==> config.mk <==
export PLATFORM = sky130hd
export DESIGN_NAME = cpu_clock_generation_select
export DESIGN_NICKNAME = d
export VERILOG_FILES = /design/src/clkgen_pkg.sv /design/src/clk_phase_gen.sv /design/src/cpu_clock_generation_select.sv
export SDC_FILE = /design/constraint.sdc
export NUM_CORES = 1
export LEC_CHECK = 0
export ABC_AREA = 1
export BUFFER_PORTS_ARGS = -buffer_cell sky130_fd_sc_hd__buf_4
export CORE_MARGIN = 2
export CORE_UTILIZATION = 58
export DETAILED_ROUTE_END_ITERATION = 8
export PLACE_DENSITY = 0.87
export SETUP_SLACK_MARGIN = 0.1
export SYNTH_ARGS = -nofsm -noshare
export SYNTH_HDL_FRONTEND = slang
export SYNTH_SLANG_ARGS = --single-unit
==> constraint.sdc <==
create_clock -name clk_sys_i -period 4.1 [get_ports clk_sys_i]
set_input_delay 0.615 -clock clk_sys_i [delete_from_list [all_inputs] [get_ports clk_sys_i]]
set_output_delay 0.615 -clock clk_sys_i [all_outputs]
set_load 0.01 [all_outputs]
==> src/clkgen_pkg.sv <==
/*
 CPU clock generation select: shared constants and mode encodings.
 Assumes one system clock that samples the oscillator and reset pins.
*/
// Behaviour
// - Both CPU clock edges usable; half-period unit.
// - Mode field is latch bits 7 to 5.
// - Long reset loads latch from port0 upper byte.
// - Software may reload latch from control register.
// - 111 x4 default, 110 x3, 101 x2, 100 x5.
// - 011 direct, 010 x1.5, 001 half, 000 x2.5.
// - Prescaler phases each one oscillator period.
// - PLL multiplies, resyncs every den-th transition.
// - PLL accumulated shortfall bounded by jitter formula.
// - Direct drive passes oscillator straight through.
package clkgen_pkg;
    localparam int          CFG_W         = 8;
    localparam int          MODE_MSB      = 7;
    localparam int          MODE_LSB      = 5;
    localparam logic [7:0]  CFG_RESET     = 8'hFF;
    localparam logic [2:0]  MODE_X4       = 3'h7;
    localparam logic [2:0]  MODE_X3       = 3'h6;
    localparam logic [2:0]  MODE_X2       = 3'h5;
    localparam logic [2:0]  MODE_X5       = 3'h4;
    localparam logic [2:0]  MODE_DIRECT   = 3'h3;
    localparam logic [2:0]  MODE_X1P5     = 3'h2;
    localparam logic [2:0]  MODE_PRESCALE = 3'h1;
    localparam logic [2:0]  MODE_X2P5     = 3'h0;
    // Multiplication factor as numerator / denominator over oscillator half-periods
    localparam int          PH_W          = 16;
    localparam logic [15:0] PH_STEP_DEF   = 16'h0100;
    // Minimum idle cycles between two multiplied toggles; bounds half-period shortfall
    localparam int          PACE_GAP      = 3;
    // Quiet count after a source change; the CPU clock is held low at least two cycles beyond it
    localparam int          QUIET_CYC     = 2;
endpackage

==> src/clk_phase_gen.sv <==
/*
 Fractional CPU clock phase generator (digital model of the PLL).
 Assumes osc_edge_i marks each oscillator transition, sampled on clk_sys_i.
*/
`timescale 1ns/1ps
module clk_phase_gen (
    input  wire logic       clk_sys_i,
    input  wire logic       rst_b_i,
    input  wire logic       osc_edge_i,
    input  wire logic [2:0] num_i,
    input  wire logic [2:0] den_i,
    output logic            toggle_o
);
    import clkgen_pkg::*;
    // Credit of pending toggles in units of 1/den; each transition adds num.
    // Credit is whole again after every den-th transition, so the output
    // re-locks to the oscillator there with no abrupt jump in rate.
    logic [3:0] credit;
    logic [1:0] gap;
    logic [3:0] next_credit;
    logic [1:0] next_gap;
    wire  [3:0] den_w   = {1'b0, den_i};
    wire        fire    = (credit >= den_w) && (gap == 2'h0);
    wire  [3:0] drained = fire ? credit - den_w : credit;
    assign next_credit = osc_edge_i ? drained + {1'b0, num_i} : drained;
    // Pacing spreads toggles over the half-period instead of bunching them
    assign next_gap    = fire ? 2'(PACE_GAP) : ((gap != 2'h0) ? gap - 2'h1 : 2'h0);
    always_ff @(posedge clk_sys_i or negedge rst_b_i) begin
        if (!rst_b_i) begin
            credit   <= 4'h0;
            gap      <= 2'h0;
            toggle_o <= 1'b0;
        end else begin
            toggle_o <= fire;
            credit   <= next_credit;
            gap      <= next_gap;
        end
    end

    pll_pace_a: assert property (@(posedge clk_sys_i) disable iff (!rst_b_i)
        toggle_o |=> !toggle_o [*3])
        else $error("multiplied toggles too close");
endmodule

==> src/cpu_clock_generation_select.sv <==
/*
 CPU clock source selection: reset configuration latch, mode decode,
 direct, prescaler and multiplied paths, glitch-free switchover.
 Assumes osc_i is far slower than clk_sys_i so every transition is seen.
*/
`timescale 1ns/1ps
module cpu_clock_generation_select (
    input  wire logic                  clk_sys_i,
    input  wire logic                  rst_b_i,
    input  wire logic                  osc_i,
    input  wire logic                  long_reset_i,
    input  wire logic [7:0]            port0_upper_byte_i,
    input  wire logic                  cfg_load_i,
    input  wire logic [7:0]            reset_control_register_i,
    output logic [7:0]                 reset_config_latch_o,
    output logic [2:0]                 clock_mode_select_o,
    output logic                       cpu_clk_o,
    output logic                       half_period_edge_o
);
    import clkgen_pkg::*;

    logic       rst_s1;
    logic       rst_s;
    logic [1:0] osc_sync;
    logic       osc_d;
    logic [7:0] pin_s1;
    logic [7:0] pin_s;
    logic       lr_s1;
    logic       lr_s;
    logic       ld_s1;
    logic       ld_s;
    logic       ld_d;
    logic [7:0] cfg;
    logic [2:0] active_mode;
    logic       pending;
    logic       cpu_clk;
    logic       cpu_clk_d;
    logic [2:0] num;
    logic [2:0] den;
    logic       pll_toggle;

    always_ff @(posedge clk_sys_i or negedge rst_b_i) begin
        if (!rst_b_i) begin
            rst_s1 <= 1'b0;
            rst_s  <= 1'b0;
        end else begin
            rst_s1 <= 1'b1;
            rst_s  <= rst_s1;
        end
    end

    always_ff @(posedge clk_sys_i or negedge rst_s) begin
        if (!rst_s) begin
            osc_sync <= 2'h0;
            osc_d    <= 1'b0;
            pin_s1   <= 8'h00;
            pin_s    <= 8'h00;
            lr_s1    <= 1'b0;
            lr_s     <= 1'b0;
            ld_s1    <= 1'b0;
            ld_s     <= 1'b0;
            ld_d     <= 1'b0;
        end else begin
            osc_sync <= {osc_sync[0], osc_i};
            osc_d    <= osc_sync[1];
            pin_s1   <= port0_upper_byte_i;
            pin_s    <= pin_s1;
            lr_s1    <= long_reset_i;
            lr_s     <= lr_s1;
            ld_s1    <= cfg_load_i;
            ld_s     <= ld_s1;
            ld_d     <= ld_s;
        end
    end

    wire osc_edge = osc_sync[1] ^ osc_d;
    wire osc_rise = osc_sync[1] & ~osc_d;
    wire sw_load  = ld_s & ~ld_d;

    // Latch follows the pins throughout a long reset; last value before release stays
    always_ff @(posedge clk_sys_i or negedge rst_s) begin
        if (!rst_s) begin
            cfg <= CFG_RESET;
        end else if (lr_s) begin
            cfg <= pin_s;
        end else if (sw_load) begin
            cfg <= reset_control_register_i;
        end
    end

    wire [2:0] mode_field = cfg[MODE_MSB:MODE_LSB];

    // Ratio table: CPU toggles per oscillator transitions
    assign num = (active_mode == MODE_X4)   ? 3'h4 :
                 (active_mode == MODE_X3)   ? 3'h3 :
                 (active_mode == MODE_X2)   ? 3'h2 :
                 (active_mode == MODE_X5)   ? 3'h5 :
                 (active_mode == MODE_X1P5) ? 3'h3 :
                 (active_mode == MODE_X2P5) ? 3'h5 : 3'h1;
    assign den = (active_mode == MODE_X1P5) ? 3'h2 :
                 (active_mode == MODE_X2P5) ? 3'h2 : 3'h1;

    wire is_direct = (active_mode == MODE_DIRECT);
    wire is_pre    = (active_mode == MODE_PRESCALE);

    clk_phase_gen u_phase (
        .clk_sys_i  (clk_sys_i),
        .rst_b_i    (rst_s),
        .osc_edge_i (osc_edge),
        .num_i      (num),
        .den_i      (den),
        .toggle_o   (pll_toggle)
    );

    // Model limitation: multiplied edges are stretched onto the system clock grid
    wire next_cpu_clk = is_direct ? osc_sync[1] :
                        is_pre    ? (osc_rise ? ~cpu_clk : cpu_clk) :
                        (pll_toggle ? ~cpu_clk : cpu_clk);

    // Source change: switch only in a low phase, then hold low a few cycles,
    // and for direct drive also until the oscillator is low, so that neither
    // the last old phase nor the first new one can be a runt.
    logic       gate;
    logic [1:0] quiet;
    wire        do_switch  = pending && !cpu_clk && !gate;
    wire        gate_clear = (quiet == 2'h0) && (!is_direct || !osc_sync[1]);
    wire  [1:0] next_quiet = do_switch ? 2'(QUIET_CYC) :
                             ((quiet != 2'h0) ? quiet - 2'h1 : 2'h0);

    always_ff @(posedge clk_sys_i or negedge rst_s) begin
        if (!rst_s) begin
            active_mode <= MODE_X4;
            pending     <= 1'b0;
            gate        <= 1'b0;
            quiet       <= 2'h0;
            cpu_clk     <= 1'b0;
            cpu_clk_d   <= 1'b0;
        end else begin
            pending   <= (mode_field != active_mode);
            quiet     <= next_quiet;
            gate      <= do_switch || (gate && !gate_clear);
            cpu_clk   <= (do_switch || gate) ? 1'b0 : next_cpu_clk;
            cpu_clk_d <= cpu_clk;
            if (do_switch) begin
                active_mode <= mode_field;
            end
        end
    end

    assign reset_config_latch_o = cfg;
    assign clock_mode_select_o  = active_mode;
    assign cpu_clk_o            = cpu_clk;
    assign half_period_edge_o   = cpu_clk ^ cpu_clk_d;

    prescale_phase_a: assert property (@(posedge clk_sys_i) disable iff (!rst_s)
        is_pre && !pending && !gate && osc_rise |=> cpu_clk != $past(cpu_clk))
        else $error("prescaler missed toggle");

    direct_follow_a: assert property (@(posedge clk_sys_i) disable iff (!rst_s)
        is_direct && !pending && !gate && $stable(active_mode)
        |=> cpu_clk == $past(osc_sync[1]))
        else $error("direct drive not following");

    long_load_a: assert property (@(posedge clk_sys_i) disable iff (!rst_s)
        lr_s |=> cfg == $past(pin_s))
        else $error("latch not loaded from pins");

    soft_load_a: assert property (@(posedge clk_sys_i) disable iff (!rst_s)
        sw_load && !lr_s |=> cfg == $past(reset_control_register_i))
        else $error("latch not loaded by software");

    mode_switch_a: assert property (@(posedge clk_sys_i) disable iff (!rst_s)
        $changed(active_mode) |-> !cpu_clk)
        else $error("mode switched in high phase");

    mode_source_a: assert property (@(posedge clk_sys_i) disable iff (!rst_s)
        $changed(active_mode) |-> active_mode == $past(mode_field))
        else $error("mode not taken from latch field");

    gate_low_a: assert property (@(posedge clk_sys_i) disable iff (!rst_s)
        gate |-> !cpu_clk)
        else $error("clock high while source gated");
endmodule

# After elaboration in Yosys (flattened, before gate mapping)
# Index checks and enable logic that the tools add are counted.
dict set report word_totals {
  regBits 50
  in_bits 21
  out_inout_bits 13
  word_cells 84
}
dict set report classes {
  n_addsub 4
  order_cmp 1
  eq_ne 9
  muxes 21
  bitwise_logic 7
  reduce_logical 21
}
# op count
set op_table {}
lappend op_table {{3-bit 2-to-1 mux} 6}
lappend op_table {{8-bit 2-to-1 mux} 2}
lappend op_table {{3-bit equality test (second input constant)} 4}
lappend op_table {{2-bit 2-to-1 mux} 6}
lappend op_table {{4-bit 2-to-1 mux} 2}
lappend op_table {{3-bit by 2-bit equality test with 1-bit output (second input constant)} 2}
lappend op_table {{2-bit nonzero test} 3}
lappend op_table {{1-bit logical AND} 5}
lappend op_table {{1-bit logical NOT} 5}
lappend op_table {{1-bit 2-to-1 mux} 5}
lappend op_table {{4-bit by 3-bit adder with 4-bit output} 1}
lappend op_table {{4-bit by 2-bit >= comparator with 1-bit output} 1}
lappend op_table {{2-bit logical NOT} 2}
lappend op_table {{4-bit by 3-bit inequality test with 1-bit output (second input constant)} 1}
lappend op_table {{4-bit nonzero test} 1}
lappend op_table {{2-bit by 1-bit subtractor with 2-bit output (second input constant)} 2}
lappend op_table {{4-bit by 2-bit subtractor with 4-bit output} 1}
lappend op_table {{3-bit by 1-bit equality test with 1-bit output (second input constant)} 1}
lappend op_table {{3-bit logical NOT} 1}
lappend op_table {{1-bit logical OR} 3}
lappend op_table {{3-bit inequality test} 1}
lappend op_table {{1-bit inverter} 3}
lappend op_table {{1-bit bitwise AND} 2}
lappend op_table {{2-bit AND reduction} 1}
lappend op_table {{1-bit bitwise XOR} 2}

# Longest topological paths before layout
# Gate-level depths: netlist of run 1.
dict set report logic_depth {
  word_depth 9
  depth_mapped 17
  depth_no_buf 16
}

# By module
# A second synthesis of run 1 with hierarchy kept.
dict set report unflattened {
  cells_unflattened 221
  hier_area_um2 2180.8
}
# mod n_inst cells_per_inst area_per_inst_um2 seq_area_each_um2
set modules_own_cells {}
lappend modules_own_cells {cpu_clock_generation_select 1 142 1582.8 1089.8}
lappend modules_own_cells {clk_phase_gen 1 79 598.1 175.2}

# Worst setup path after synthesis of run 1
# OpenSTA, ideal clock, no wires.
dict set report synth_path {
  path_type {reg2reg}
  from {register active_mode[0] (netlist: clock_mode_select_o[0])}
  to {register u_phase.credit[1]}
  setup_time_ps 65
  arrival_ps 2684
  required_ps 4035
  setup_slack_ps 1351
  path_stages_with_launch 15
  path_buffers 1
  synth_period_minus_slack_ps 2749
  path_cell_list {dfstp_2 > buf_2 > nor2_1 > inv_1 > ha_1 > fa_1 > nand3_2 > nand2_4 > nand2_1 > o21ai_2 > ha_1 > inv_1 > fa_1 > or2_2 > nand2_1}
}
dict set report synth_between {
  elab_chain_len 8
  word_cells_on_any_way 19
  cone_classes {add/sub (2); order compare (1); eq/ne (5); mux (9); reduce/logical (2)}
}
# item line_no
set synth_lines {}
lappend synth_lines {{start, declared} cpu_clock_generation_select.sv:34} ;# logic [2:0] active_mode;
lappend synth_lines {{start signal, assigned} cpu_clock_generation_select.sv:145} ;# active_mode <= mode_field;
lappend synth_lines {{3-bit logical NOT or 3-bit by 2-bit equality test with 1-bit output (tied branches)} {cpu_clock_generation_select.sv:101, cpu_clock_generation_select.sv:98, cpu_clock_generation_select.sv:100}}
lappend synth_lines {{2-bit 2-to-1 mux or 3-bit 2-to-1 mux (tied branches)} {cpu_clock_generation_select.sv:101, cpu_clock_generation_select.sv:98}}
lappend synth_lines {{2-bit 2-to-1 mux or 3-bit 2-to-1 mux (tied branches)} {cpu_clock_generation_select.sv:100, cpu_clock_generation_select.sv:97}}
lappend synth_lines {{4-bit by 2-bit >= comparator with 1-bit output or 3-bit 2-to-1 mux (tied branches)} {clk_phase_gen.sv:23, cpu_clock_generation_select.sv:96}}
lappend synth_lines {{1-bit logical AND or 3-bit 2-to-1 mux (tied branches)} {clk_phase_gen.sv:23, cpu_clock_generation_select.sv:95}}
lappend synth_lines {{4-bit 2-to-1 mux or 3-bit 2-to-1 mux (tied branches)} {clk_phase_gen.sv:24, cpu_clock_generation_select.sv:94}}
lappend synth_lines {{4-bit by 3-bit adder with 4-bit output} clk_phase_gen.sv:25} ;# assign next_credit = osc_edge_i ? drained + {1'b0, num_i} : drained;
lappend synth_lines {{4-bit 2-to-1 mux (*)} clk_phase_gen.sv:25}
lappend synth_lines {{via u_phase.next_credit[1]} clk_phase_gen.sv:20} ;# logic [3:0] next_credit;
lappend synth_lines {{end signal, assigned} clk_phase_gen.sv:35} ;# credit <= next_credit;
lappend synth_lines {{end, declared} clk_phase_gen.sv:18} ;# logic [3:0] credit;
# The timed path passes the listed nets; every way through them passes the cells marked *.
# A chain may end at the register's enable or synchronous reset.

# Worst setup path in the final report of run 1
# Same ends and word-level chain as after synthesis.

==> impl_metrics.ini, run 1 <==
[floorplanning]
initial_core_util_pct = 61.3
io_pins = 34
core_area_mm2 = 0.00336
placementRows = 21
dieArea_mm2 = 0.00405
fp.dieH_um = 63.6
die_x_um = 63.6

[yosys]
synthTopCellsByCount = nand2_1, dfrtp_1, inv_1
synth_area_mm2 = 0.00206
synth_top_family_by_area = simple AND/OR/NAND/NOR gates
synth_cell_types = 31
synthTopCellsByArea = dfrtp_1, dfstp_2, nand2_1
syn_nets = 223
synth_top_area_share_pct = 47.3
yosysMostFrequentCell = nand2_1
synth_seq_area_share_pct = 61.3
synth_xor_xnor_area_share_pct = 2.55
yosys.area_share.adder_pct = 5.58
synthFlopType = dfrtp_1
yosysWarnings = 0
ys_seq_elements = 50
synth-compound-area-share_pct = 7.28
syn_inst = 194
synth_area_leader_cell = dfrtp_1
synthSimpleGateAreaFrac_pct = 17.1
async_flop_share_pct = 100
avgSynthCellArea_um2 = 10.6
muxShareOfSynthArea_pct = 0.546
synth_edf_count = 0

[status]
status = finished, final reports clean

[clock_network]
cts_max_level = 2
cts_max_path_buffers = 2
clock_sinks = 50
numCtsBuffers = 5
clkTransAtPathRegs_ns = 0.16
cts_tree = yes
worstSkewPairLatency_ns = 0.36
cts_root_buffer = clkbuf_4

[final_layout]
fin_nets = 261
fin_util_pct = 72.5
multi_input_area_um2 = 684
n_antenna_cell = 0
drive_gt1_share_pct = 27.5
area.growth.synth_to_final_pct = 18.2
fillers = 259
seq_area_mm2 = 0.00127

[pwr]
power_density_mw_per_mm2 = 703
p_leak_nw = 1.20
ir_drop_v = 0.000322

[timing]
worst_pin_slew_ns = 0.951
fin_crit_ns = 2.77
fmax_mhz = 361
rsz0062_at_grt = false
finalHoldViolCount = 0
setup_viol = 0
totalNegativeSetupSlack_ns = 0
finalCritPeriodShare_pct = 67.6
slew_violations = 0
slew_headroom_pct = 36.6
clock_skew_ns = 0.0171

[setup_path]
worstPathArrival_ns = 3.10
critPathMaxFanout = 10
cp.required_ns = 4.42
cp-end-kind = flip-flop
path_class = reg -> reg
r2r_slack_ns = 1.33
worstSetupStartpointType = flip-flop

[min_path]
min_path_type = in -> reg

[global_routing]
gr-usage-met1_pct = 21.8
grt_util_met3_pct = 4.29
grt_pass1_wl_um = 5900
grtUsageMet2_pct = 32.9
grt.busiest_layer = met2
grt_usage_pct = 18.9
overflow = 0
grt_pass1_vias = 1465
antenna_found_initial = 0
grt_max_degree = 49

[placement]
io_buffers = 33
place.gp.congestion = 0.834
dpl.hpwl_um = 2430

[detailed_routing]
via_per_inst = 4.98
final_antenna_net_count = 0
first_iter_violations = 91
first_pass_iters = 4
wire_per_inst_um = 11.9
drc = 0
num_vias = 1389
drt-total-wl_um = 3310

[run]
maxCapViolCount = 0
==> metal layers <==
layer / wire length [um] / vias up
met2: 1650 / 33
met4: 74 / 0
met5: 0 / -
met1: 1450 / 655
met3: 131 / 8
li1: - / 693
==> layout make-up <==
type	instances	area share, %
clock buffer	5	1.54
tap	46	2.36
clock inverter	3	2.00
inverter	22	3.49
multi-input combinational	119	28.1
sequential	50	52.0
timing repair buffer	34	10.6
==> stage by stage <==
step	total power [mW]	cells	setup slack (ns)	cell area, um2	hold WS [ns]
2_1_floorplan	1.25	194	1.35	2060	0.319
3_3_place_gp	1.40	270	1.42	2340	0.332
3_5_place_dp	1.44	270	1.33	2340	0.335
4_1_cts	1.73	279	1.31	2440	0.334
5_1_grt	1.87	279	1.19	2440	0.318
6_report	1.71	279	1.33	2440	0.344
==> power by group <==
group | internal, mW | switching [mW] | leakage (nW) | total (mW)
sequential | 0.612 | 0.102 | 0.577 | 0.714
combinational | 0.315 | 0.391 | 0.583 | 0.706
clock | 0.133 | 0.161 | 0.0433 | 0.293
==> worst max-delay path: stages (launching register included) <==
cell     delay (ns)
dfstp_2        0.45
nor2_1         0.23
inv_1          0.08
ha_1           0.21
fa_1           0.41
nand3_2        0.12
nand2_4        0.10
nand2_1        0.09
o21ai_2        0.06
ha_1           0.18
inv_1          0.07
fa_1           0.39
or2_2          0.27
nand2_1        0.06
==> logic make-up after synthesis <==
kind of cell	count (synthesis)
buf+inv	25
fa+ha+maj	8
flops	50
mux	1
compound gates	22
other cells	1
simple gates	81
xor+xnor	6
==> registers in the layout, summed over array words and instances, names as in the netlist <==
| name | count |
|---|---|
| pin_s1 | 8 |
| pin_s | 8 |
| reset_config_latch_o | 8 |
| u_phase.credit | 4 |
| clock_mode_select_o | 3 |
| osc_sync | 2 |
| quiet | 2 |
| u_phase.gap | 2 |
| cpu_clk_d | 1 |
| cpu_clk_o | 1 |
| gate | 1 |
| ld_d | 1 |
| ld_s | 1 |
| ld_s1 | 1 |
| lr_s | 1 |
| lr_s1 | 1 |
| osc_d | 1 |
| pending | 1 |
| rst_s | 1 |
| rst_s1 | 1 |
| u_phase.toggle_o | 1 |
==> layout by cell type, fill, tap and decap left out, drive strengths merged <==
cell         count
a21boi           2
a21oi            4
a31oi            8
and2             1
buf             33
bufinv           1
clkbuf           5
clkinvlp         1
conb             1
dfrtp           39
dfstp           11
dlygate4sd3      1
fa               2
ha               6
inv             23
mux2             1
nand2           49
nand3           10
nand3b           1
nand4            3
nor2            15
nor3             1
o21ai            7
o21bai           1
or2              1
xnor2            5
xor2             1
==> path summary, 6_finish.rpt <==
| check | endpoint | start | cells after the start |
|---|---|---|---|
| setup reg to reg | u_phase.credit[1] | clock_mode_select_o[0] | 13 |
| hold reg to reg | pin_s[6] | pin_s1[6] | 0 |
| min in group asynchronous | osc_d | rst_s | 0 |
| setup / recovery | u_phase.credit[1] | clock_mode_select_o[0] | 13 |
| hold / removal | pin_s1[3] | port0_upper_byte_i[3] | 1 |
| max in group asynchronous | u_phase.credit[3] | rst_s | 0 |
==> what timing repair did <==
| action | CTS | global route |
|---|---|---|
| setup buffers | 0 | 0 |
| endpoints found under the hold margin | 2 | 0 |
| hold buffers | 1 | 0 |
| resized for setup | 0 | 0 |
(Power assumes the default switching activity.)
==> run 2, diff against run 1 <==
--- a/config.mk
+++ b/config.mk
@@ -8,9 +8,9 @@
 export ABC_AREA = 1
 export BUFFER_PORTS_ARGS = -buffer_cell sky130_fd_sc_hd__buf_4
 export CORE_MARGIN = 2
-export CORE_UTILIZATION = 58
+export CORE_UTILIZATION = 49
 export DETAILED_ROUTE_END_ITERATION = 8
-export PLACE_DENSITY = 0.87
+export PLACE_DENSITY = 0.79
 export SETUP_SLACK_MARGIN = 0.1
 export SYNTH_ARGS = -nofsm -noshare
 export SYNTH_HDL_FRONTEND = slang
==> constraint.sdc (replaced) <==
create_clock -name clk_sys_i -period 2.3 [get_ports clk_sys_i]
set_input_delay 0.345 -clock clk_sys_i [delete_from_list [all_inputs] [get_ports clk_sys_i]]
set_output_delay 0.345 -clock clk_sys_i [all_outputs]
set_load 0.01 [all_outputs]
==> run 2 against run 1 <==
  * The flow now finishes with violations (setup timing)
  * Global-route usage fell by 2.0 points
  * Routed wire length rose by 9.1%
  * Maximum frequency rose by 13%
  * Sequential cell count did not move
  * Sequential share of layout area fell by 3.9 points
  * Design area rose by 8.2%
  * Worst hold slack got worse by 0.19 ns
  * Combinational power rose to 2.7 times the previous value
  * Critical path depth fell by 2
  * Register-to-register slack got worse by 1.5 ns
==> impl_metrics.ini, run 2 (synthesized netlist as in run 1, its figures left out) <==
[floorplanning]
die_x_um = 68.9
core_area_mm2 = 0.00403
io_pins = 34
initial_core_util_pct = 51.2
dieArea_mm2 = 0.00474
fp.dieH_um = 68.9
placementRows = 23

[global_routing]
overflow = 0
antenna_found_initial = 0
grt_usage_pct = 16.9
grt_pass1_vias = 1307
grt_max_degree = 48
grt_pass1_wl_um = 5800

[clock_network]
clkTransAtPathRegs_ns = 0.09
cts_max_level = 2
cts_tree = yes
cts_max_path_buffers = 2
cts_root_buffer = clkbuf_8
numCtsBuffers = 5
worstSkewPairLatency_ns = 0.29
clock_sinks = 50

[run]
maxCapViolCount = 0

[timing]
worst_pin_slew_ns = 0.958
clock_skew_ns = 0.00726
fmax_mhz = 409
rsz0062_at_grt = true
slew_headroom_pct = 36.1
slew_violations = 0
finalCritPeriodShare_pct = 106
finalHoldViolCount = 0
fin_ws_ns = -0.144
fin_crit_ns = 2.44
setup_viol = 3

[min_path]
min_to = osc_sync[0]
holdCritStartpoint = osc_i
min_path_type = in -> reg
hold_depth = 1

[detailed_routing]
first_pass_iters = 4
final_antenna_net_count = 0
via_per_inst = 4.85
num_vias = 1432
first_iter_violations = 79
drt-total-wl_um = 3610
drc = 0
wire_per_inst_um = 12.3

[setup_path]
cp-end-kind = flip-flop
worstSetupStartpointType = flip-flop
cp.required_ns = 2.49
critPathMaxFanout = 6
reg2reg_depth = 11
timing.rr.start = clock_mode_select_o[0]
r2r_slack_ns = -0.14
worstPathArrival_ns = 2.64
path_class = reg -> reg
r2r_end = u_phase.credit[1]

[final_layout]
n_antenna_cell = 0
stdcell_area_mm2 = 0.00264
final_common_cell = buf_4
finalNonFillerCells = 295
layout_common_cells = buf_4, nand2_1, dfrtp_1
area.growth.synth_to_final_pct = 27.9
fin_nets = 273
fin_util_pct = 65.5
drive_gt1_share_pct = 37.1

[status]
violations = setup timing
status = finished, violations left

[pwr]
ir_drop_v = 0.000709
power_density_mw_per_mm2 = 1380
p_leak_nw = 1.27

[placement]
place.gp.congestion = 0.789
place_area_mm2 = 0.00246
io_buffers = 33
dpl.hpwl_um = 2530
numPlacedInstances = 284
-- run 2: cell count changes in the layout (fill, tap and decap cells not counted), sizes merged --
cell / previous run / this run
bufinv: 1 / 0
inv: 23 / 22
buf: 33 / 45
clkbuf: 5 / 7
-- run 2: worst max-delay path by stage --
stage	from	end	slack (ns)	cells past startpoint
floorplan	clock_mode_select_o[0]	u_phase.credit[1]	-0.26	13
finish	clock_mode_select_o[0]	u_phase.credit[1]	-0.14	11
global route	clock_mode_select_o[0]	u_phase.credit[3]	-0.25	16
detailed placement	clock_mode_select_o[2]	u_phase.credit[3]	-0.17	16
global placement	clock_mode_select_o[2]	u_phase.credit[1]	-0.11	12
CTS	clock_mode_select_o[2]	u_phase.credit[1]	-0.12	12
-- run 2: metrics by stage --
stage	hold WS [ns]	setup WS [ns]	setup TNS, ns	total power [mW]
2_1_floorplan	0.0494	-0.263	-0.488	2.34
3_3_place_gp	0.128	-0.108	-0.249	2.79
3_5_place_dp	0.128	-0.173	-0.460	2.86
4_1_cts	0.141	-0.116	-0.303	3.53
5_1_grt	0.133	-0.254	-0.667	3.93
6_report	0.155	-0.144	-0.380	3.64
-- run 2: worst max-delay path: stages (launching register included) --
cell	delay, ns
dfstp_2	0.57
nor2_4	0.04
buf_6	0.11
fa_2	0.41
nand3_4	0.09
nand2_4	0.08
o21ai_2	0.14
ha_2	0.20
inv_2	0.04
fa_2	0.51
or2_4	0.10
nand2_2	0.04
-- run 2: repair_timing --
item | 4_1_cts | 5_1_grt
gates resized for setup | 6 | 8
buffers inserted | 1 | 1
setup endpoints to repair | 3 | 3
endpoints found under the hold margin | 2 | 0
pin swaps | 4 | 1
hold buffers | 1 | 0
gates cloned | 0 | 0
-- run 2: cell type report --
class	count	area [um2]
Fill cell	326	1390
Sequential cell	50	1270
Multi-Input combinational cell	119	788
Timing Repair Buffer	46	352
Inverter	22	85.1
Clock buffer	7	76.3
Tap cell	50	62.6
Clock inverter	1	7.51
-- run 2: per-layer routing --
metal  routed length [um]  global-route usage (%)
met1                 1600                    22.3
met2                 1820                    26.9
met3                  143                    4.06
met4                   56                    7.11
met5                    0                       0
-- run 2: where the power goes --
group	switching (mW)	total (mW)	leakage, nW	internal (mW)
combinational	0.954	1.89	0.660	0.941
sequential	0.169	1.26	0.577	1.09
clock	0.268	0.484	0.0385	0.215
==> run 3, diff against run 2 <==
--- a/config.mk
+++ b/config.mk
@@ -8,9 +8,10 @@
 export ABC_AREA = 1
 export BUFFER_PORTS_ARGS = -buffer_cell sky130_fd_sc_hd__buf_4
 export CORE_MARGIN = 2
-export CORE_UTILIZATION = 49
+export CORE_UTILIZATION = 52
+export CTS_BUF_LIST = sky130_fd_sc_hd__clkbuf_2
 export DETAILED_ROUTE_END_ITERATION = 8
-export PLACE_DENSITY = 0.79
+export PLACE_DENSITY = 0.82
 export SETUP_SLACK_MARGIN = 0.1
 export SYNTH_ARGS = -nofsm -noshare
 export SYNTH_HDL_FRONTEND = slang
==> run 3 against run 2 <==
  * The run still ends with setup timing left
  * Highest routed layer unchanged
  * Worst setup slack worse by 0.038 ns
  * Critical path type unchanged
  * Clock power down 26%
  * Register-to-register slack worse by 0.04 ns
==> impl_metrics.ini, run 3 (synthesized netlist as in run 1, its figures left out) <==
[status]
status = finished, violations left
violations = setup timing

[global_routing]
grt_max_degree = 20
overflow = 0
grt_pass1_vias = 1470
grtUsageMet2_pct = 34.5
grt_pass1_wl_um = 6230
grt_util_met3_pct = 3.89
gr-usage-met1_pct = 21.2
antenna_found_initial = 0
grt.busiest_layer = met2
grt_usage_pct = 19.4

[final_layout]
n_antenna_cell = 0
fin_nets = 284
drive_gt1_share_pct = 35.5
area.growth.synth_to_final_pct = 30.8
multi_input_area_um2 = 779
layout_common_cells = nand2_1, buf_4, dfrtp_1
final_common_cell = nand2_1
seq_area_mm2 = 0.00127
stdcell_area_mm2 = 0.00270
fin_util_pct = 72.0
fillers = 279

[floorplanning]
core_area_mm2 = 0.00374
fp.dieH_um = 67.0
placementRows = 22
dieArea_mm2 = 0.00448
die_x_um = 67.0
initial_core_util_pct = 55.1
io_pins = 34

[timing]
rsz0062_at_grt = true
fin_ws_ns = -0.182
fin_crit_ns = 2.48
setup_viol = 3
finalCritPeriodShare_pct = 108
fmax_mhz = 403
finalHoldViolCount = 0
clock_skew_ns = 0.0171
slew_violations = 0

[detailed_routing]
first_pass_iters = 4
drc = 0
first_iter_violations = 81
wire_per_inst_um = 13.1
via_per_inst = 4.96
drt-total-wl_um = 3990
num_vias = 1507
final_antenna_net_count = 0

[setup_path]
worstPathArrival_ns = 2.88
worstSetupStartpointType = flip-flop
cp.required_ns = 2.70
critPathMaxFanout = 6
path_class = reg -> reg
cp-end-kind = flip-flop

[clock_network]
cts_max_level = 2
clkTransAtPathRegs_ns = 0.24
worstSkewPairLatency_ns = 0.44
clock_sinks = 50
cts_root_buffer = clkbuf_2
numCtsBuffers = 5
cts_tree = yes
cts_max_path_buffers = 2

[min_path]
min_path_type = in -> reg

[placement]
post-place-ws_ns = -0.203
io_buffers = 33
dpl.hpwl_um = 2860
place_area_mm2 = 0.00246
place.gp.congestion = 0.839

[pwr]
p_leak_nw = 1.31
power_density_mw_per_mm2 = 1280
ir_drop_v = 0.000709

[run]
maxCapViolCount = 0
run 3: cell types whose count changed in the layout (fill, tap and decap cells not counted), moves of 2 or more:
cell | before | now
dlygate4sd3_1 | 1 | 12
clkbuf_2 | 0 | 6
clkbuf_1 | 2 | 0
nand2_2 | 5 | 3
clkbuf_8 | 5 | 0
nand2_1 | 43 | 45
run 3: metal layers:
metal	part of all wire (%)	vias up
met4	2.5	0
li1	-	740
met3	3.2	10
met2	54	34
met5	0	-
met1	40	723
run 3: path summary, 6_finish.rpt:
path	start	end	slack, ns	depth (start not counted)
min in group asynchronous	rst_b_i	rst_s	0.17	2
setup reg to reg	clock_mode_select_o[2]	u_phase.credit[1]	-0.18	11
setup / recovery	clock_mode_select_o[2]	u_phase.credit[1]	-0.18	11
hold / removal	reset_control_register_i[0]	reset_config_latch_o[0]	0.13	3
max in group asynchronous	rst_s	reset_config_latch_o[2]	1.45	1
hold reg to reg	rst_s	osc_sync[1]	0.21	0
run 3: power by group:
group | switching [mW] | total [mW] | internal, mW
clock network | 0.278 | 0.360 | 0.0825
registers | 0.157 | 1.25 | 1.09
logic | 0.922 | 1.84 | 0.918
run 3: area by class of cell:
class	count	area share, %
inverters	22	3.16
well taps	48	2.23
multi-input cells	119	28.9
repair buffers	57	17.1
clock buffers	6	1.11
flip-flops and latches	50	47.0
clock inverters	2	0.510
run 3: metrics by stage:
stage / TNS (ns) / power, mW / hold WS (ns) / std cells
2_1_floorplan: -0.488 / 2.34 / 0.0494 / 194
3_3_place_gp: -0.183 / 2.78 / 0.128 / 283
3_5_place_dp: -0.452 / 2.87 / 0.129 / 283
4_1_cts: -0.424 / 3.44 / 0.00149 / 299
5_1_grt: -0.808 / 3.74 / 0.0841 / 304
6_report: -0.420 / 3.45 / 0.126 / 304
run 3: critical path, cell delays in order (launching register included):
cell and delay, ns:
dfstp_2 0.61, nor2_4 0.05, buf_4 0.13, fa_2 0.36, nand3_2 0.12, nand2_4 0.10
o21ai_2 0.15, ha_2 0.20, inv_2 0.04, fa_2 0.40, or2_4 0.23, nand2_1 0.06
run 3: repair_timing:
action                                  in CTS  in global routing
endpoints found under the setup margin       3                  3
resized for setup                           10                  1
pin swaps                                    7                  0
endpoints found under the hold margin        8                  5
setup buffers                                1                  0
hold buffers                                 7                  5
